--- config.mk ---
export PLATFORM = sky130hd
export DESIGN_NAME = dchr_rx_core
export DESIGN_NICKNAME = d
export VERILOG_FILES = /design/src/core/dchr_pkg.sv /design/src/core/dchr_rx_core.sv
export SDC_FILE = /design/constraint.sdc
export NUM_CORES = 1
export LEC_CHECK = 0
export ABC_CLOCK_PERIOD_IN_PS = 7300
export CAP_MARGIN = 20
export CORE_MARGIN = 2
export CORE_UTILIZATION = 45
export CTS_CLUSTER_DIAMETER = 60
export DETAILED_ROUTE_END_ITERATION = 16
export DONT_BUFFER_PORTS = 1
export GPL_TIMING_DRIVEN = 0
export PLACE_DENSITY_LB_ADDON = 0.15
export SLEW_MARGIN = 25
export SYNTH_ARGS = -nofsm -noshare
export SYNTH_HDL_FRONTEND = slang
export SYNTH_SLANG_ARGS = --single-unit
--- constraint.sdc ---
create_clock -name aclk -period 7.3 [get_ports aclk]
set_clock_uncertainty 0.1 [all_clocks]
set_input_delay 0 -clock aclk [delete_from_list [all_inputs] [get_ports aclk]]
set_output_delay 0 -clock aclk [all_outputs]
set_load 0.005 [all_outputs]
--- src/core/dchr_pkg.sv ---
/*
  Constants and types of the D-channel HDLC receive path.
  Assumes a deframer on aclk upstream.
*/
package dchr_pkg;
  // Register byte offsets
  localparam logic [7:0] OFS_MODE = 8'h00;
  localparam logic [7:0] OFS_TEI = 8'h04;
  localparam logic [7:0] OFS_SAPI = 8'h08;
  localparam logic [7:0] OFS_CMD = 8'h0C;
  localparam logic [7:0] OFS_STAT = 8'h10;
  localparam logic [7:0] OFS_SAPI_CAPTURE_REG = 8'h14;
  localparam logic [7:0] OFS_CTRL = 8'h18;
  localparam logic [7:0] OFS_CNT = 8'h1C;
  localparam logic [7:0] OFS_DATA = 8'h20;
  // Reset values
  localparam logic [3:0] MODE_RST = 4'h0;
  localparam logic [15:0] CMP_RST = 16'h0000;
  // Message mode select codes
  localparam logic [2:0] MODE_TM1 = 3'h5;
  localparam logic [2:0] MODE_TM2 = 3'h6;
  localparam logic [2:0] MODE_TM3 = 3'h7;
  localparam logic [2:0] MODE_RSVD = 3'h4;
  localparam logic [1:0] MODE_AUTO = 2'h0;
  // Fixed group addresses
  localparam logic [7:0] GRP_TEI = 8'hFF;
  localparam logic [7:0] GRP_SAPI_A = 8'hFE;
  localparam logic [7:0] GRP_SAPI_B = 8'hFC;
  // Pool geometry
  localparam int POOL_BYTES = 32;
  localparam int POOLS = 2;
  // Frame status field positions
  localparam int ST_CRC = 0;
  localparam int ST_RAB = 1;
  localparam int ST_RDA = 2;
  localparam int ST_RDO = 3;
  localparam int ST_TA = 4;
  localparam int ST_SA = 5;
  localparam int ST_CR = 7;
  // Byte roles within the header
  localparam logic [2:0] ROLE_FIFO = 3'h0;
  localparam logic [2:0] ROLE_SAPI = 3'h1;
  localparam logic [2:0] ROLE_TEI = 3'h2;
  localparam logic [2:0] ROLE_SAPI_CAPTURE_REG = 3'h3;
  localparam logic [2:0] ROLE_CTRL1 = 3'h4;
  localparam logic [2:0] ROLE_CTRL2 = 3'h5;
  localparam logic [2:0] ROLE_DROP = 3'h6;
  localparam logic [1:0] RESP_OKAY = 2'h0;
  localparam logic [1:0] RESP_SLVERR = 2'h2;

  typedef struct packed {
    logic sof;
    logic valid;
    logic [7:0] data;
    logic is_crc;
    logic eof;
    logic crc_ok;
    logic abort;
  } dchr_rx_t;

  typedef struct packed {
    logic is_end;
    logic [7:0] status;
    logic [5:0] base;
    logic [5:0] cnt;
    logic [11:0] len;
  } dchr_evt_t;

  typedef enum logic [3:0] {
    RX_IDLE = 4'h1,
    RX_BODY = 4'h2,
    RX_DROP = 4'h4,
    RX_ENDW = 4'h8
  } dchr_state_t;
endpackage

--- src/core/dchr_rx_core.sv ---
/*
  D-channel HDLC receive path: address match, header capture, two pools,
  event queue with frame status, AXI4-Lite slave.
  Assumes rx_in from a deframer on aclk; sof and eof come on byteless cycles.
*/
// Notes on behaviour
// (RULE_01) Mode 101 checks second byte against TEIs
// (RULE_02) Mode 101 routes SAPI, control to registers, rest to FIFO
// (RULE_03) Mode 110 stores whole frame including CRC
// (RULE_04) Mode 111 checks first byte against SAPIs
// (RULE_05) Receive buffer is two 32-byte pools
// (RULE_06) Pool-full event per stored 32-byte block
// (RULE_07) Message-end event when frame completes
// (RULE_08) Up to two short messages held
// (RULE_09) Group TEI only with two-byte address
// (RULE_10) Auto modulo-128 I frame control compressed
// (RULE_11) Extended control: second byte into FIFO
// (RULE_12) Host serves pool-full within 32 bytes
// (RULE_13) Next message may use leftover pool space
// (RULE_14) Full memory: data and frame overflow
// (RULE_15) Events queued with status, shown singly
// (RULE_16) Host acknowledges with message-complete command
// (RULE_17) Acknowledge frees pool, shows next event
// (RULE_18) TEI match reported except modes 110/111
// (RULE_19) Status: CRC, data, abort, overflow
// (RULE_20) Five-bit FIFO count, twelve-bit length
// (RULE_21) Non-auto control capture after address bytes
// (RULE_22) Auto mode keeps plain modulo-8 control
// (RULE_23) Non-auto accepts all valid addresses
// (RULE_24) Occupied pools discard bytes, flag overflow
`timescale 1ns/1ps
module dchr_rx_core #(
  parameter int ADDR_W = 8
) (
  // Clock and reset
  input wire logic aclk,
  input wire logic aresetn,
  // Deframed receive stream
  input wire dchr_pkg::dchr_rx_t rx_in,
  // AXI4-Lite write
  input wire logic [ADDR_W-1:0] s_axi_awaddr,
  input wire logic s_axi_awvalid,
  output logic s_axi_awready,
  input wire logic [31:0] s_axi_wdata,
  input wire logic [3:0] s_axi_wstrb,
  input wire logic s_axi_wvalid,
  output logic s_axi_wready,
  output logic [1:0] s_axi_bresp,
  output logic s_axi_bvalid,
  input wire logic s_axi_bready,
  // AXI4-Lite read
  input wire logic [ADDR_W-1:0] s_axi_araddr,
  input wire logic s_axi_arvalid,
  output logic s_axi_arready,
  output logic [31:0] s_axi_rdata,
  output logic [1:0] s_axi_rresp,
  output logic s_axi_rvalid,
  input wire logic s_axi_rready
);
  localparam int DEPTH = dchr_pkg::POOLS * dchr_pkg::POOL_BYTES;
  localparam logic [6:0] DEPTH7 = 7'(DEPTH);
  localparam logic [5:0] LAST_IN_BLK = 6'(dchr_pkg::POOL_BYTES - 1);
  localparam logic [5:0] BLK_CNT = 6'(dchr_pkg::POOL_BYTES);
  localparam logic [1:0] QMAX = 2'(dchr_pkg::POOLS);

  function automatic logic [2:0] byte_role(input logic [2:0] m, input logic ext, input logic [2:0] idx);
    logic [2:0] r;
    r = dchr_pkg::ROLE_FIFO;
    if (!m[2])
    begin
      if (m[0])
      begin
        if (idx == 3'h0) r = dchr_pkg::ROLE_SAPI;
        else if (idx == 3'h1) r = dchr_pkg::ROLE_TEI;
        else if (idx == 3'h2) r = dchr_pkg::ROLE_CTRL1; // RULE_21
        else if (idx == 3'h3 && ext) r = dchr_pkg::ROLE_CTRL2; // RULE_11
      end
      else
      begin
        if (idx == 3'h0) r = dchr_pkg::ROLE_TEI;
        else if (idx == 3'h1) r = dchr_pkg::ROLE_CTRL1; // RULE_21
        else if (idx == 3'h2 && ext) r = dchr_pkg::ROLE_CTRL2; // RULE_11
      end
    end
    else if (m == dchr_pkg::MODE_TM1)
    begin
      if (idx == 3'h0) r = dchr_pkg::ROLE_SAPI_CAPTURE_REG; // RULE_02
      else if (idx == 3'h1) r = dchr_pkg::ROLE_TEI; // RULE_01
      else if (idx == 3'h2) r = dchr_pkg::ROLE_CTRL1; // RULE_02
    end
    else if (m == dchr_pkg::MODE_TM3)
    begin
      if (idx == 3'h0) r = dchr_pkg::ROLE_SAPI; // RULE_04
    end
    else if (m == dchr_pkg::MODE_RSVD)
    begin
      r = dchr_pkg::ROLE_DROP;
    end
    return r;
  endfunction

  function automatic logic [7:0] mk_status(input logic crc, input logic ab, input logic rx_data_available, input logic rx_data_overflow,
                                           input logic ta, input logic [1:0] sa, input logic cr);
    logic [7:0] s;
    s = 8'h00;
    s[dchr_pkg::ST_CRC] = crc;
    s[dchr_pkg::ST_RAB] = ab;
    s[dchr_pkg::ST_RDA] = rx_data_available;
    s[dchr_pkg::ST_RDO] = rx_data_overflow;
    s[dchr_pkg::ST_TA] = ta;
    s[dchr_pkg::ST_SA +: 2] = sa;
    s[dchr_pkg::ST_CR] = cr;
    return s;
  endfunction

  function automatic logic [15:0] wm16(input logic [15:0] old, input logic [31:0] d, input logic [3:0] s);
    logic [15:0] r;
    r = old;
    if (s[0]) r[7:0] = d[7:0];
    if (s[1]) r[15:8] = d[15:8];
    return r;
  endfunction

  // Configuration
  logic [3:0] mode_q;
  logic [15:0] tei_q;
  logic [15:0] sapi_q;
  logic fovf_q;
  // Capture registers
  logic [7:0] sapi_capture_reg_q;
  logic [7:0] sapi_capture_reg_pend_q;
  logic [7:0] ctrl_q;
  // Frame state
  dchr_pkg::dchr_state_t st_q;
  dchr_pkg::dchr_state_t st_d;
  logic [2:0] idx_q;
  logic [5:0] cur_cnt_q;
  logic [11:0] len_q;
  logic [5:0] blk_base_q;
  logic rdo_q;
  logic ta_q;
  logic [1:0] sa_q;
  logic cr_q;
  logic end_crc_q;
  logic end_ab_q;
  // Pool memory and event queue
  logic [7:0] mem_q [DEPTH];
  logic [5:0] wp_q;
  logic [5:0] rp_q;
  logic [6:0] fill_q;
  dchr_pkg::dchr_evt_t q_q [dchr_pkg::POOLS];
  logic [1:0] q_cnt_q;
  // Bus state
  logic aw_held_q;
  logic w_held_q;
  logic [7:0] aw_addr_q;
  logic [31:0] w_data_q;
  logic [3:0] w_strb_q;

  // Bus decode
  wire do_wr = aw_held_q & w_held_q & ~s_axi_bvalid;
  wire aw_take = s_axi_awvalid & s_axi_awready;
  wire w_take = s_axi_wvalid & s_axi_wready;
  wire ar_take = s_axi_arvalid & s_axi_arready;
  wire [7:0] wa = {aw_addr_q[7:2], 2'b00};
  wire [7:0] ra = {s_axi_araddr[7:2], 2'b00};
  wire wr_mode = do_wr & (wa == dchr_pkg::OFS_MODE);
  wire wr_tei = do_wr & (wa == dchr_pkg::OFS_TEI);
  wire wr_sapi = do_wr & (wa == dchr_pkg::OFS_SAPI);
  wire wr_cmd = do_wr & (wa == dchr_pkg::OFS_CMD) & w_strb_q[0];
  wire wr_hit = (wa == dchr_pkg::OFS_MODE) | (wa == dchr_pkg::OFS_TEI) | (wa == dchr_pkg::OFS_SAPI) |
                (wa == dchr_pkg::OFS_CMD);
  wire rd_data = ar_take & (ra == dchr_pkg::OFS_DATA);

  // Mode decode
  wire [2:0] msel = mode_q[2:0];
  wire ext_ctl = mode_q[3];
  wire auto_md = (msel[2:1] == dchr_pkg::MODE_AUTO);
  wire tm2 = (msel == dchr_pkg::MODE_TM2);
  wire tm1 = (msel == dchr_pkg::MODE_TM1);

  // Byte classification
  wire [7:0] b = rx_in.data;
  wire byte_v = rx_in.valid & (st_q == dchr_pkg::RX_BODY);
  wire [2:0] role = byte_role(msel, ext_ctl, idx_q);
  wire compress = auto_md & (ctrl_q[0] == 1'b0); // RULE_10 RULE_22
  wire to_fifo = (role == dchr_pkg::ROLE_FIFO) | ((role == dchr_pkg::ROLE_CTRL2) & ~compress); // RULE_11
  wire crc_skip = rx_in.is_crc & ~tm2; // RULE_03
  wire want = byte_v & to_fifo & ~crc_skip;
  wire room = (fill_q < DEPTH7) & ((cur_cnt_q < LAST_IN_BLK) | (q_cnt_q < QMAX)); // RULE_13
  wire store = want & room;
  wire ovf = want & ~room; // RULE_24
  wire sa_a = (b[7:2] == sapi_q[7:2]);
  wire sa_b = (b[7:2] == sapi_q[15:10]);
  wire sa_g = (b[7:2] == dchr_pkg::GRP_SAPI_A[7:2]) | (b[7:2] == dchr_pkg::GRP_SAPI_B[7:2]); // RULE_04
  wire [1:0] sa_code = sa_a ? 2'h1 : (sa_b ? 2'h2 : (sa_g ? 2'h3 : 2'h0));
  wire tei_hit = (b == tei_q[7:0]) | (b == tei_q[15:8]) | (msel[0] & (b == dchr_pkg::GRP_TEI)); // RULE_01 RULE_09
  wire is_sapi = byte_v & (role == dchr_pkg::ROLE_SAPI);
  wire is_tei = byte_v & (role == dchr_pkg::ROLE_TEI);
  wire miss = (is_sapi & (sa_code == 2'h0)) | (is_tei & ~tei_hit) |
              (byte_v & (role == dchr_pkg::ROLE_DROP)); // RULE_23

  // Frame start and end
  wire refuse = (fill_q == DEPTH7) | (q_cnt_q == QMAX); // RULE_14
  wire sof_idle = rx_in.sof & (st_q == dchr_pkg::RX_IDLE);
  wire accept = sof_idle & ~refuse;
  wire fovf_set = (sof_idle & refuse) | (rx_in.sof & (st_q == dchr_pkg::RX_ENDW)); // RULE_14
  wire end_ev = rx_in.eof & (st_q == dchr_pkg::RX_BODY);
  wire end_now = end_ev | (st_q == dchr_pkg::RX_ENDW);
  wire pop = wr_cmd & w_data_q[0] & (q_cnt_q != 2'h0); // RULE_17
  wire q_free = (q_cnt_q != QMAX) | pop;
  wire push_rme = end_now & q_free; // RULE_07
  wire push_rpf = store & (cur_cnt_q == LAST_IN_BLK); // RULE_06
  wire push = push_rme | push_rpf;
  wire fin_crc = end_ev ? rx_in.crc_ok : end_crc_q;
  wire fin_ab = end_ev ? rx_in.abort : end_ab_q;
  wire [5:0] fin_cnt = push_rpf ? BLK_CNT : cur_cnt_q;
  wire [7:0] fin_st = mk_status(fin_crc, fin_ab, cur_cnt_q != 6'h00, rdo_q | ovf, ta_q, sa_q, cr_q); // RULE_19
  wire [11:0] len_n = len_q + {11'h000, store};
  wire dchr_pkg::dchr_evt_t push_e = '{is_end: push_rme, status: fin_st, base: blk_base_q,
                                      cnt: fin_cnt, len: len_n}; // RULE_15
  wire [1:0] wslot = q_cnt_q - {1'b0, pop};
  wire dchr_pkg::dchr_evt_t head = q_q[0];
  wire [6:0] fill_d = fill_q + {6'h00, store} - (pop ? {1'b0, head.cnt} : 7'h00); // RULE_17

  // Register read selection
  wire hd_v = (q_cnt_q != 2'h0);
  wire [31:0] stat_w = {14'h0000, q_cnt_q, (hd_v ? head.status : 8'h00), 5'h00, fovf_q,
                        hd_v & head.is_end, hd_v & ~head.is_end}; // RULE_15
  wire [31:0] cnt_w = hd_v ? {4'h0, head.len, 11'h000, head.cnt[4:0]} : 32'h0000_0000; // RULE_20
  wire rd_hit = (ra == dchr_pkg::OFS_MODE) | (ra == dchr_pkg::OFS_TEI) | (ra == dchr_pkg::OFS_SAPI) |
                (ra == dchr_pkg::OFS_CMD) | (ra == dchr_pkg::OFS_STAT) | (ra == dchr_pkg::OFS_SAPI_CAPTURE_REG) |
                (ra == dchr_pkg::OFS_CTRL) | (ra == dchr_pkg::OFS_CNT) | rd_data;
  wire [31:0] rd_word =
    (ra == dchr_pkg::OFS_MODE) ? {28'h0000000, mode_q} :
    (ra == dchr_pkg::OFS_TEI) ? {16'h0000, tei_q} :
    (ra == dchr_pkg::OFS_SAPI) ? {16'h0000, sapi_q} :
    (ra == dchr_pkg::OFS_STAT) ? stat_w :
    (ra == dchr_pkg::OFS_SAPI_CAPTURE_REG) ? {24'h000000, sapi_capture_reg_q} :
    (ra == dchr_pkg::OFS_CTRL) ? {24'h000000, ctrl_q} :
    (ra == dchr_pkg::OFS_CNT) ? cnt_w :
    rd_data ? {24'h000000, mem_q[rp_q]} : 32'h0000_0000;

  // Next state
  always_comb
  begin
    st_d = st_q;
    case (st_q)
      dchr_pkg::RX_IDLE:
      begin
        if (sof_idle) st_d = refuse ? dchr_pkg::RX_DROP : dchr_pkg::RX_BODY;
      end
      dchr_pkg::RX_BODY:
      begin
        if (miss) st_d = dchr_pkg::RX_DROP;
        else if (end_ev) st_d = push_rme ? dchr_pkg::RX_IDLE : dchr_pkg::RX_ENDW;
      end
      dchr_pkg::RX_DROP:
      begin
        if (rx_in.eof) st_d = dchr_pkg::RX_IDLE;
      end
      dchr_pkg::RX_ENDW:
      begin
        if (push_rme) st_d = dchr_pkg::RX_IDLE;
      end
      default: st_d = dchr_pkg::RX_IDLE;
    endcase
  end

  // Software configuration; a frame overflow that coincides with its clear stays set
  always_ff @(posedge aclk)
  begin
    if (!aresetn)
    begin
      mode_q <= dchr_pkg::MODE_RST;
      tei_q <= dchr_pkg::CMP_RST;
      sapi_q <= dchr_pkg::CMP_RST;
      fovf_q <= 1'b0;
    end
    else
    begin
      if (wr_mode && w_strb_q[0]) mode_q <= w_data_q[3:0];
      if (wr_tei) tei_q <= wm16(tei_q, w_data_q, w_strb_q);
      if (wr_sapi) sapi_q <= wm16(sapi_q, w_data_q, w_strb_q);
      fovf_q <= fovf_set | (fovf_q & ~(wr_cmd & w_data_q[1])); // RULE_14
    end
  end

  // Per-frame header tracking
  always_ff @(posedge aclk)
  begin
    if (!aresetn)
    begin
      st_q <= dchr_pkg::RX_IDLE;
      idx_q <= 3'h0;
      ta_q <= 1'b0;
      sa_q <= 2'h0;
      cr_q <= 1'b0;
      end_crc_q <= 1'b0;
      end_ab_q <= 1'b0;
      sapi_capture_reg_q <= 8'h00;
      sapi_capture_reg_pend_q <= 8'h00;
      ctrl_q <= 8'h00;
    end
    else
    begin
      st_q <= st_d;
      if (accept)
      begin
        idx_q <= 3'h0;
        ta_q <= 1'b0;
        sa_q <= 2'h0;
        cr_q <= 1'b0;
      end
      else if (byte_v && idx_q != 3'h4)
      begin
        idx_q <= idx_q + 3'h1;
      end
      if (end_ev)
      begin
        end_crc_q <= rx_in.crc_ok;
        end_ab_q <= rx_in.abort;
      end
      if (is_sapi)
      begin
        sa_q <= sa_code; // RULE_04
        cr_q <= b[1];
      end
      if (is_tei && tei_hit)
      begin
        ta_q <= 1'b1; // RULE_18
        if (tm1) sapi_capture_reg_q <= sapi_capture_reg_pend_q; // RULE_02
      end
      if (byte_v && role == dchr_pkg::ROLE_SAPI_CAPTURE_REG) sapi_capture_reg_pend_q <= b;
      if (byte_v && role == dchr_pkg::ROLE_CTRL1) ctrl_q <= b; // RULE_02 RULE_21 RULE_22
      else if (byte_v && role == dchr_pkg::ROLE_CTRL2 && compress) ctrl_q <= {b[3:0], ctrl_q[3:1], 1'b0}; // RULE_10
    end
  end

  // Pool storage and block accounting
  always_ff @(posedge aclk)
  begin
    if (store) mem_q[wp_q] <= b; // RULE_05
  end

  always_ff @(posedge aclk)
  begin
    if (!aresetn)
    begin
      wp_q <= 6'h00;
      rp_q <= 6'h00;
      fill_q <= 7'h00;
      cur_cnt_q <= 6'h00;
      len_q <= 12'h000;
      blk_base_q <= 6'h00;
      rdo_q <= 1'b0;
    end
    else
    begin
      fill_q <= fill_d; // RULE_08 RULE_13
      if (store) wp_q <= wp_q + 6'h01;
      if (pop) rp_q <= head.base + head.cnt; // RULE_17
      else if (rd_data) rp_q <= rp_q + 6'h01;
      if (accept)
      begin
        cur_cnt_q <= 6'h00;
        len_q <= 12'h000;
        blk_base_q <= wp_q;
        rdo_q <= 1'b0;
      end
      else
      begin
        if (store) len_q <= len_n; // RULE_20
        if (push_rpf)
        begin
          cur_cnt_q <= 6'h00;
          blk_base_q <= wp_q + 6'h01;
        end
        else if (store)
        begin
          cur_cnt_q <= cur_cnt_q + 6'h01;
        end
        if (ovf) rdo_q <= 1'b1; // RULE_24
      end
    end
  end

  // Event queue, head is presented to software
  always_ff @(posedge aclk)
  begin
    if (!aresetn)
    begin
      q_cnt_q <= 2'h0;
      for (int i = 0; i < dchr_pkg::POOLS; i++) q_q[i] <= '0;
    end
    else
    begin
      q_cnt_q <= q_cnt_q + {1'b0, push} - {1'b0, pop};
      if (pop) q_q[0] <= q_q[1]; // RULE_17
      if (push) q_q[wslot[0]] <= push_e; // RULE_15
    end
  end

  // AXI4-Lite slave; address and data in either order
  always_ff @(posedge aclk)
  begin
    if (!aresetn)
    begin
      aw_held_q <= 1'b0;
      w_held_q <= 1'b0;
      aw_addr_q <= 8'h00;
      w_data_q <= 32'h0000_0000;
      w_strb_q <= 4'h0;
      s_axi_awready <= 1'b0;
      s_axi_wready <= 1'b0;
      s_axi_bvalid <= 1'b0;
      s_axi_bresp <= dchr_pkg::RESP_OKAY;
      s_axi_arready <= 1'b0;
      s_axi_rvalid <= 1'b0;
      s_axi_rdata <= 32'h0000_0000;
      s_axi_rresp <= dchr_pkg::RESP_OKAY;
    end
    else
    begin
      if (aw_take) aw_addr_q <= s_axi_awaddr[7:0];
      if (w_take)
      begin
        w_data_q <= s_axi_wdata;
        w_strb_q <= s_axi_wstrb;
      end
      aw_held_q <= (aw_held_q | aw_take) & ~do_wr;
      w_held_q <= (w_held_q | w_take) & ~do_wr;
      s_axi_awready <= ~((aw_held_q | aw_take) & ~do_wr);
      s_axi_wready <= ~((w_held_q | w_take) & ~do_wr);
      if (do_wr)
      begin
        s_axi_bvalid <= 1'b1;
        s_axi_bresp <= wr_hit ? dchr_pkg::RESP_OKAY : dchr_pkg::RESP_SLVERR;
      end
      else if (s_axi_bready)
      begin
        s_axi_bvalid <= 1'b0;
      end
      if (ar_take)
      begin
        s_axi_rvalid <= 1'b1;
        s_axi_rdata <= rd_word;
        s_axi_rresp <= rd_hit ? dchr_pkg::RESP_OKAY : dchr_pkg::RESP_SLVERR;
      end
      else if (s_axi_rready)
      begin
        s_axi_rvalid <= 1'b0;
      end
      s_axi_arready <= ~(ar_take | (s_axi_rvalid & ~s_axi_rready));
    end
  end
endmodule

==> Yosys cells after proc, flatten, opt, wreduce, memory -nomap -nowiden <==
Memory sizes are Yosys's and may differ from the RTL's. A register that Yosys moved wholly into a read port is not among the register bits.
Index checks and enable logic that the tools add are counted.
{ "op_classes": {"n_addsub": 11, "magnitude_cmp": 3, "n_eq_ne": 43, "mux": 73, "bitwise_logic": 86, "reduce_logical": 33} }
{ "ops": {"columns": ["op", "count"], "rows": [
  ["$mux 28", 8],
  ["$mux 33", 2],
  ["$mux 3", 16],
  ["$mux 6", 8],
  ["$and 1x1->1", 42],
  ["$reduce_or 33->1", 1],
  ["$mux 8", 4],
  ["$or 1x1->1", 28],
  ["$eq 6x2->1 const B", 4],
  ["$eq 6x3->1 const B", 4],
  ["$mux 4", 6],
  ["$eq 3x3->1 const B", 7],
  ["$mux 1", 21],
  ["$add 6x1->6 const B", 3],
  ["$eq 8x8->1", 2],
  ["$logic_not 8->1", 2],
  ["$not 1->1", 16],
  ["$pmux 4 s4", 1],
  ["$reduce_bool 2->1", 8],
  ["$mux 2", 7],
  ["$add 12x1->12", 1],
  ["$eq 3x2->1 const B", 4],
  ["$eq 6x1->1 const B", 2],
  ["$eq 6x6->1", 2],
  ["other kinds (31)", 50]
]} }
{ "totals": {"register_bits": 189, "ram_bits": 578, "input_bits": 73, "output_inout_bits": 41, "elab_cells": 289, "mem_count": 2} }
{ "memory_table": {"columns": ["memory", "words", "width", "rd", "rd_clocked_by_memory_dff", "write_ports", "line_no", "text"], "rows": [
  ["mem_q", 64, 8, 1, 1, 1, "dchr_rx_core.sv:147", "logic [7:0] mem_q [DEPTH];"],
  ["q_q", 2, 33, 2, 0, 2, "dchr_rx_core.sv:151", "dchr_pkg::dchr_evt_t q_q [dchr_pkg::POOLS];"]
]} }

==> Longest topological paths before layout <==
{ "logic_depth": {"depth_word": 21, "mapped_depth": 19} }

==> Least setup slack after synthesis <==
No wires, ideal clock.
{ "synth_path": {"path_kind": "flip-flop to flip-flop", "startpoint": "register idx_q[0]", "endpoint": "register fill_q[6]", "setup_time_ps": 130, "t_arrival_ps": 3892, "t_required_ps": 7070, "slack_ps": 3178, "stages_incl_launch_ff": 18, "n_path_buf": 0, "cell_sequence": "dfxtp_1 -> inv_1 -> ha_1 -> or4b_1 -> a21o_1 -> a22oi_1 -> a2111oi_4 -> or3_1 -> nand2_1 -> ha_1 -> inv_1 -> fa_1 -> nor2b_1 -> o21ai_0 -> a21oi_1 -> o21a_1 -> o21ai_0 -> nor3b_1"} }
{ "synth_via": {"elab_chain_len": 16, "word_cells_on_any_way": 30, "classes_between": "add/sub: 2; eq/ne: 4; mux: 15; bitwise: 5; reduce/logical: 4"} }
{ "synth_lines": {"columns": ["element", "line_no", "text"], "rows": [
  ["start: declaration", "dchr_rx_core.sv:136", "logic [2:0] idx_q;"],
  ["start signal: assignment", "dchr_rx_core.sv:317", "idx_q <= idx_q + 3'h1;"],
  ["$eq 3x2->1", "dchr_rx_core.sv:76", "else if (idx == 3'h3 && ext) r = dchr_pkg::ROLE_CTRL2;"],
  ["$logic_and 1x1->1", "dchr_rx_core.sv:76", null],
  ["$mux 3", "dchr_rx_core.sv:76", null],
  ["$mux 3", "dchr_rx_core.sv:75", "else if (idx == 3'h2) r = dchr_pkg::ROLE_CTRL1;"],
  ["$mux 3", "dchr_rx_core.sv:74", "else if (idx == 3'h1) r = dchr_pkg::ROLE_TEI;"],
  ["$mux 3", "dchr_rx_core.sv:73", "if (idx == 3'h0) r = dchr_pkg::ROLE_SAPI;"],
  ["$mux 3", "dchr_rx_core.sv:71", "if (m[0])"],
  ["$mux 3 (*)", "dchr_rx_core.sv:69", "if (!m[2])"],
  ["$eq 3x3->1", "dchr_rx_core.sv:187", "wire to_fifo = (role == dchr_pkg::ROLE_FIFO) | ((role == dchr_pkg::ROLE_CTRL2) & ~compress);"],
  ["$and 1x1->1", "dchr_rx_core.sv:187", null],
  ["$or 1x1->1 (*)", "dchr_rx_core.sv:187", null],
  ["$and 1x1->1 (*) (2 in series)", "dchr_rx_core.sv:189", "wire want = byte_v & to_fifo & ~crc_skip;"],
  ["$and 1x1->1 (*)", "dchr_rx_core.sv:191", "wire store = want & room;"],
  ["$add 7x1->7 (*)", "dchr_rx_core.sv:224", "wire [6:0] fill_d = fill_q + {6'h00, store} - (pop ? {1'b0, head.cnt} : 7'h00);"],
  ["$sub 7x6->7 (*)", "dchr_rx_core.sv:224", null],
  ["end signal: assignment", "dchr_rx_core.sv:360", "fill_q <= fill_d;"],
  ["end: declaration", "dchr_rx_core.sv:150", "logic [6:0] fill_q;"]
]} }
Mark *: on every way between the ends. The rest lies on a longest branch, timed or not.
A chain may end at the register's enable or synchronous reset.

==> Worst setup path after layout <==
{ "layout_path": {"startpoint": "register st_q[0]", "endpoint": "register fill_q[6]"} }
{ "layout_via": {"elab_chain_len": 7} }
{ "layout_lines": {"columns": ["element", "line_no", "text"], "rows": [
  ["start: declaration", "dchr_rx_core.sv:134", "dchr_pkg::dchr_state_t st_q;"],
  ["start signal: assignment", "dchr_rx_core.sv:294", "st_q <= dchr_pkg::RX_IDLE;"],
  ["start signal: assignment", "dchr_rx_core.sv:307", "st_q <= st_d;"],
  ["$eq 4x2->1", "dchr_rx_core.sv:184", "wire byte_v = rx_in.valid & (st_q == dchr_pkg::RX_BODY);"],
  ["$and 1x1->1", "dchr_rx_core.sv:184", null],
  ["$and 1x1->1 (2 in series)", "dchr_rx_core.sv:189", null],
  ["$and 1x1->1", "dchr_rx_core.sv:191", null],
  ["$add 7x1->7", "dchr_rx_core.sv:224", null],
  ["$sub 7x6->7", "dchr_rx_core.sv:224", null]
]} }
Every way passes these cells.

==> reports/metrics.yaml <==
status: "complete, no violations"
rsz0062_at_grt: "false"
dieArea_mm2: 0.0734
setup_viol: 0
ant_nets: 0
cts-buffers-inserted: 83
worst_ep_required_time_ns: 7.71
die_h_um: 271
core_area_mm2: 0.0703
hold_path_depth: 5
die_w_um: 271
drc: 0
routed_wl_mm: 95.0
finalHoldViolCount: 0
synth_xor_area_frac: 0.0153
synth.yosys.warnings: 0
grt_pass1_wl_mm: 139
r2r_cells: 17
routed.top_layer: "met4"
n_antenna_cell: 0
syn_inst: 2246
grt_overflow_total: 0
worst_skew_pair.late_latency_ns: 0.66
io_pins: 114
grt_usage: 0.259
met1Wirelength_mm: 38.8
synthSimpleGateAreaFrac: 0.0934
yosysTopAreaCellShare: 0.541
area_delta_synth_final_pct: 16.5
cts_tree: "built"
drt_iter0_drc: 1927
async_flop_share: 0
viasPerCell: 5.88
leakage_uw: 0.0123
max-vdd-ir-drop_v: 0.000173
arrival_ns: 5.48
synth.largest_area_cell: "edfxtp_1"
worst_hold_path_type: "input pin to register"
clk_path_buf_depth: 3
ys.flop_type: "edfxtp_1"
holdWs_ns: 0.0460
min_period_ns: 5.07
grt_max_degree: 66
synth_top_family_by_area: "multiplexers"
slew_headroom: 0.268
yosys-mux-area-fraction: 0.132
yosys.area_share.adder: 0.0122
cp_max_fo: 10
grt_pass1_vias: 20270
ys_types: 79
synth_edf_count: 578
cts_root_buf: "clkbuf_16"
cts.sinks: 765
crit_type: "register to register"
routedWlPerCell_um: 27.4
first_pass_iters: 7
start_kind: "register"
synth_compound_area_frac: 0.0656
grt_antenna_before_repair: 0
clk_pin_slew_ns: 0.06
ys_seq_area_frac: 0.658
via_count: 20364
final_nets: 2559
drv_slew: 0
wl_met2_mm: 46.8
cp-end-kind: "register"
fin_crit_sh: 0.695
fmax_mhz: 197
final_layout_size_suffix_gt1_frac: 0.134
met3_length_mm: 6.18
power_density_mw_per_mm2: 247
maxCapViolations: 0
syn_avg_cell_area_um2: 14.3
dpl.hpwl_mm: 64.3
setup_tns_ns: 0
rows: 97
ys_ff_latch: 765
cts_setup_buffers: 0
tightest_slew_ns: 1.10
fillers: 5775
syn_area_mm2: 0.0321
htreeDepth: 3
yosys-top-cells-area: "edfxtp_1, dfxtp_1, mux4_2"
globalplace.congestion: 0.948
initial_core_util: 0.457
io_buffer_count: 0
[through the flow]
step	instances	cell area (um^2)	worst slack (ns)	util	power, uW
after floorplan	2251	32100	3.18	-	4930
after global placement	3191	33300	2.17	0.474	5000
after detailed placement	3194	33400	2.28	0.475	5010
after CTS	3462	37400	2.26	0.532	9280
after global routing	3462	37400	1.88	0.532	9460
final	3462	37400	2.23	0.532	9230
[synthesized netlist by cell type, types with 26 or more instances]
library cell,count
ha_1,28
inv_1,39
xor2_1,32
mux4_2,136
nand3_1,45
nor2_1,251
a22oi_1,26
dfxtp_1,187
mux2i_1,109
edfxtp_1,578
nand2_1,179
clkbuf_1,91
o21ai_0,49
a21oi_1,89
[critical path, cell delays in order (launching register included)]
cell,delay [ns]
dfxtp_1,0.30
clkbuf_1,0.22
nor4b_4,0.59
nand4_1,0.19
o21bai_1,0.45
a2111oi_4,0.89
buf_2,0.41
o21ai_0,0.14
nand2_1,0.10
ha_1,0.17
inv_1,0.06
fa_1,0.44
nor2b_1,0.16
o21ai_0,0.12
a21oi_1,0.22
o21a_1,0.16
o21ai_0,0.07
nor3b_1,0.14
[timing repair]
action | 4_1_cts | 5_1_grt
resized for setup | 0 | 0
hold endpoints to repair | 630 | 0
hold buffers | 117 | 0
[metal layers]
metal / track usage / up-vias
li1: - / 8981
met1: 0.342 / 10429
met2: 0.438 / 783
met3: 0.0410 / 171
met4: 0.0868 / 0
met5: 0 / -
[placed cells by master, fill, tap and decap left out, types with 24 or more instances in the layout]
| master | n |
|---|---|
| buf_2 | 27 |
| o21ai_0 | 49 |
| inv_1 | 39 |
| mux4_2 | 136 |
| dlygate4sd3_1 | 109 |
| xor2_1 | 32 |
| a21oi_1 | 89 |
| clkbuf_16 | 83 |
| nand2_1 | 178 |
| nor2_1 | 251 |
| edfxtp_1 | 578 |
| xnor2_1 | 24 |
| dfxtp_1 | 187 |
| ha_1 | 28 |
| mux2i_1 | 109 |
| nand3_1 | 44 |
| clkbuf_1 | 107 |
| a22oi_1 | 26 |
[kinds of logic (layout without fill, tap and decap cells)]
family,count (synthesis),count (layout)
simple gates,645,645
xor+xnor,56,56
compound gates,312,312
other cells,1,6
mux,253,253
buf+inv,184,455
flops,765,765
fa+ha+maj,30,30
[registers in the layout, summed over array words and instances (netlist names), 4 cells and up, named ones only]
signal / flops
w_data_q: 16
mem_q: 512
mode_q: 4
ctrl_q: 8
sapi_capture_reg_q: 8
sapi_capture_reg_pend_q: 8
blk_base_q: 6
wp_q: 6
tei_q: 16
fill_q: 7
sapi_q: 16
q_q: 66
len_q: 12
st_q: 4
aw_addr_q: 6
s_axi_rdata: 28
rp_q: 6
cur_cnt_q: 6
[power breakdown]
part,switching [uW],internal (uW),total [uW]
clock,1790,2420,4200
combinational,197,103,300
sequential,24.6,4700,4730
[worst paths after layout]
kind,slack (ns),to,from
max,2.23,fill_q[6]$_SDFF_PN0_,st_q[0]$_SDFFE_PN1P_
min,0.05,len_q[3]$_SDFFE_PP0P_,rx_in[3]
max reg2reg,2.23,fill_q[6]$_SDFF_PN0_,st_q[0]$_SDFFE_PN1P_
min reg2reg,0.36,sapi_capture_reg_q[3]$_SDFFE_PN0P_,sapi_capture_reg_q[3]$_SDFFE_PN0P_
[cell type report]
cell class	count	area, um^2	area share
multi-input combinational	1302	10300	0.275
buffer	144	614	0.0164
clock inverter	43	482	0.0129
inverter	40	150	0.00402
sequential	765	21100	0.565
timing repair buffer	120	1370	0.0366
clock buffer	108	2220	0.0594
tap	940	1180	0.0315
Power figures use the tool's default switching activity.
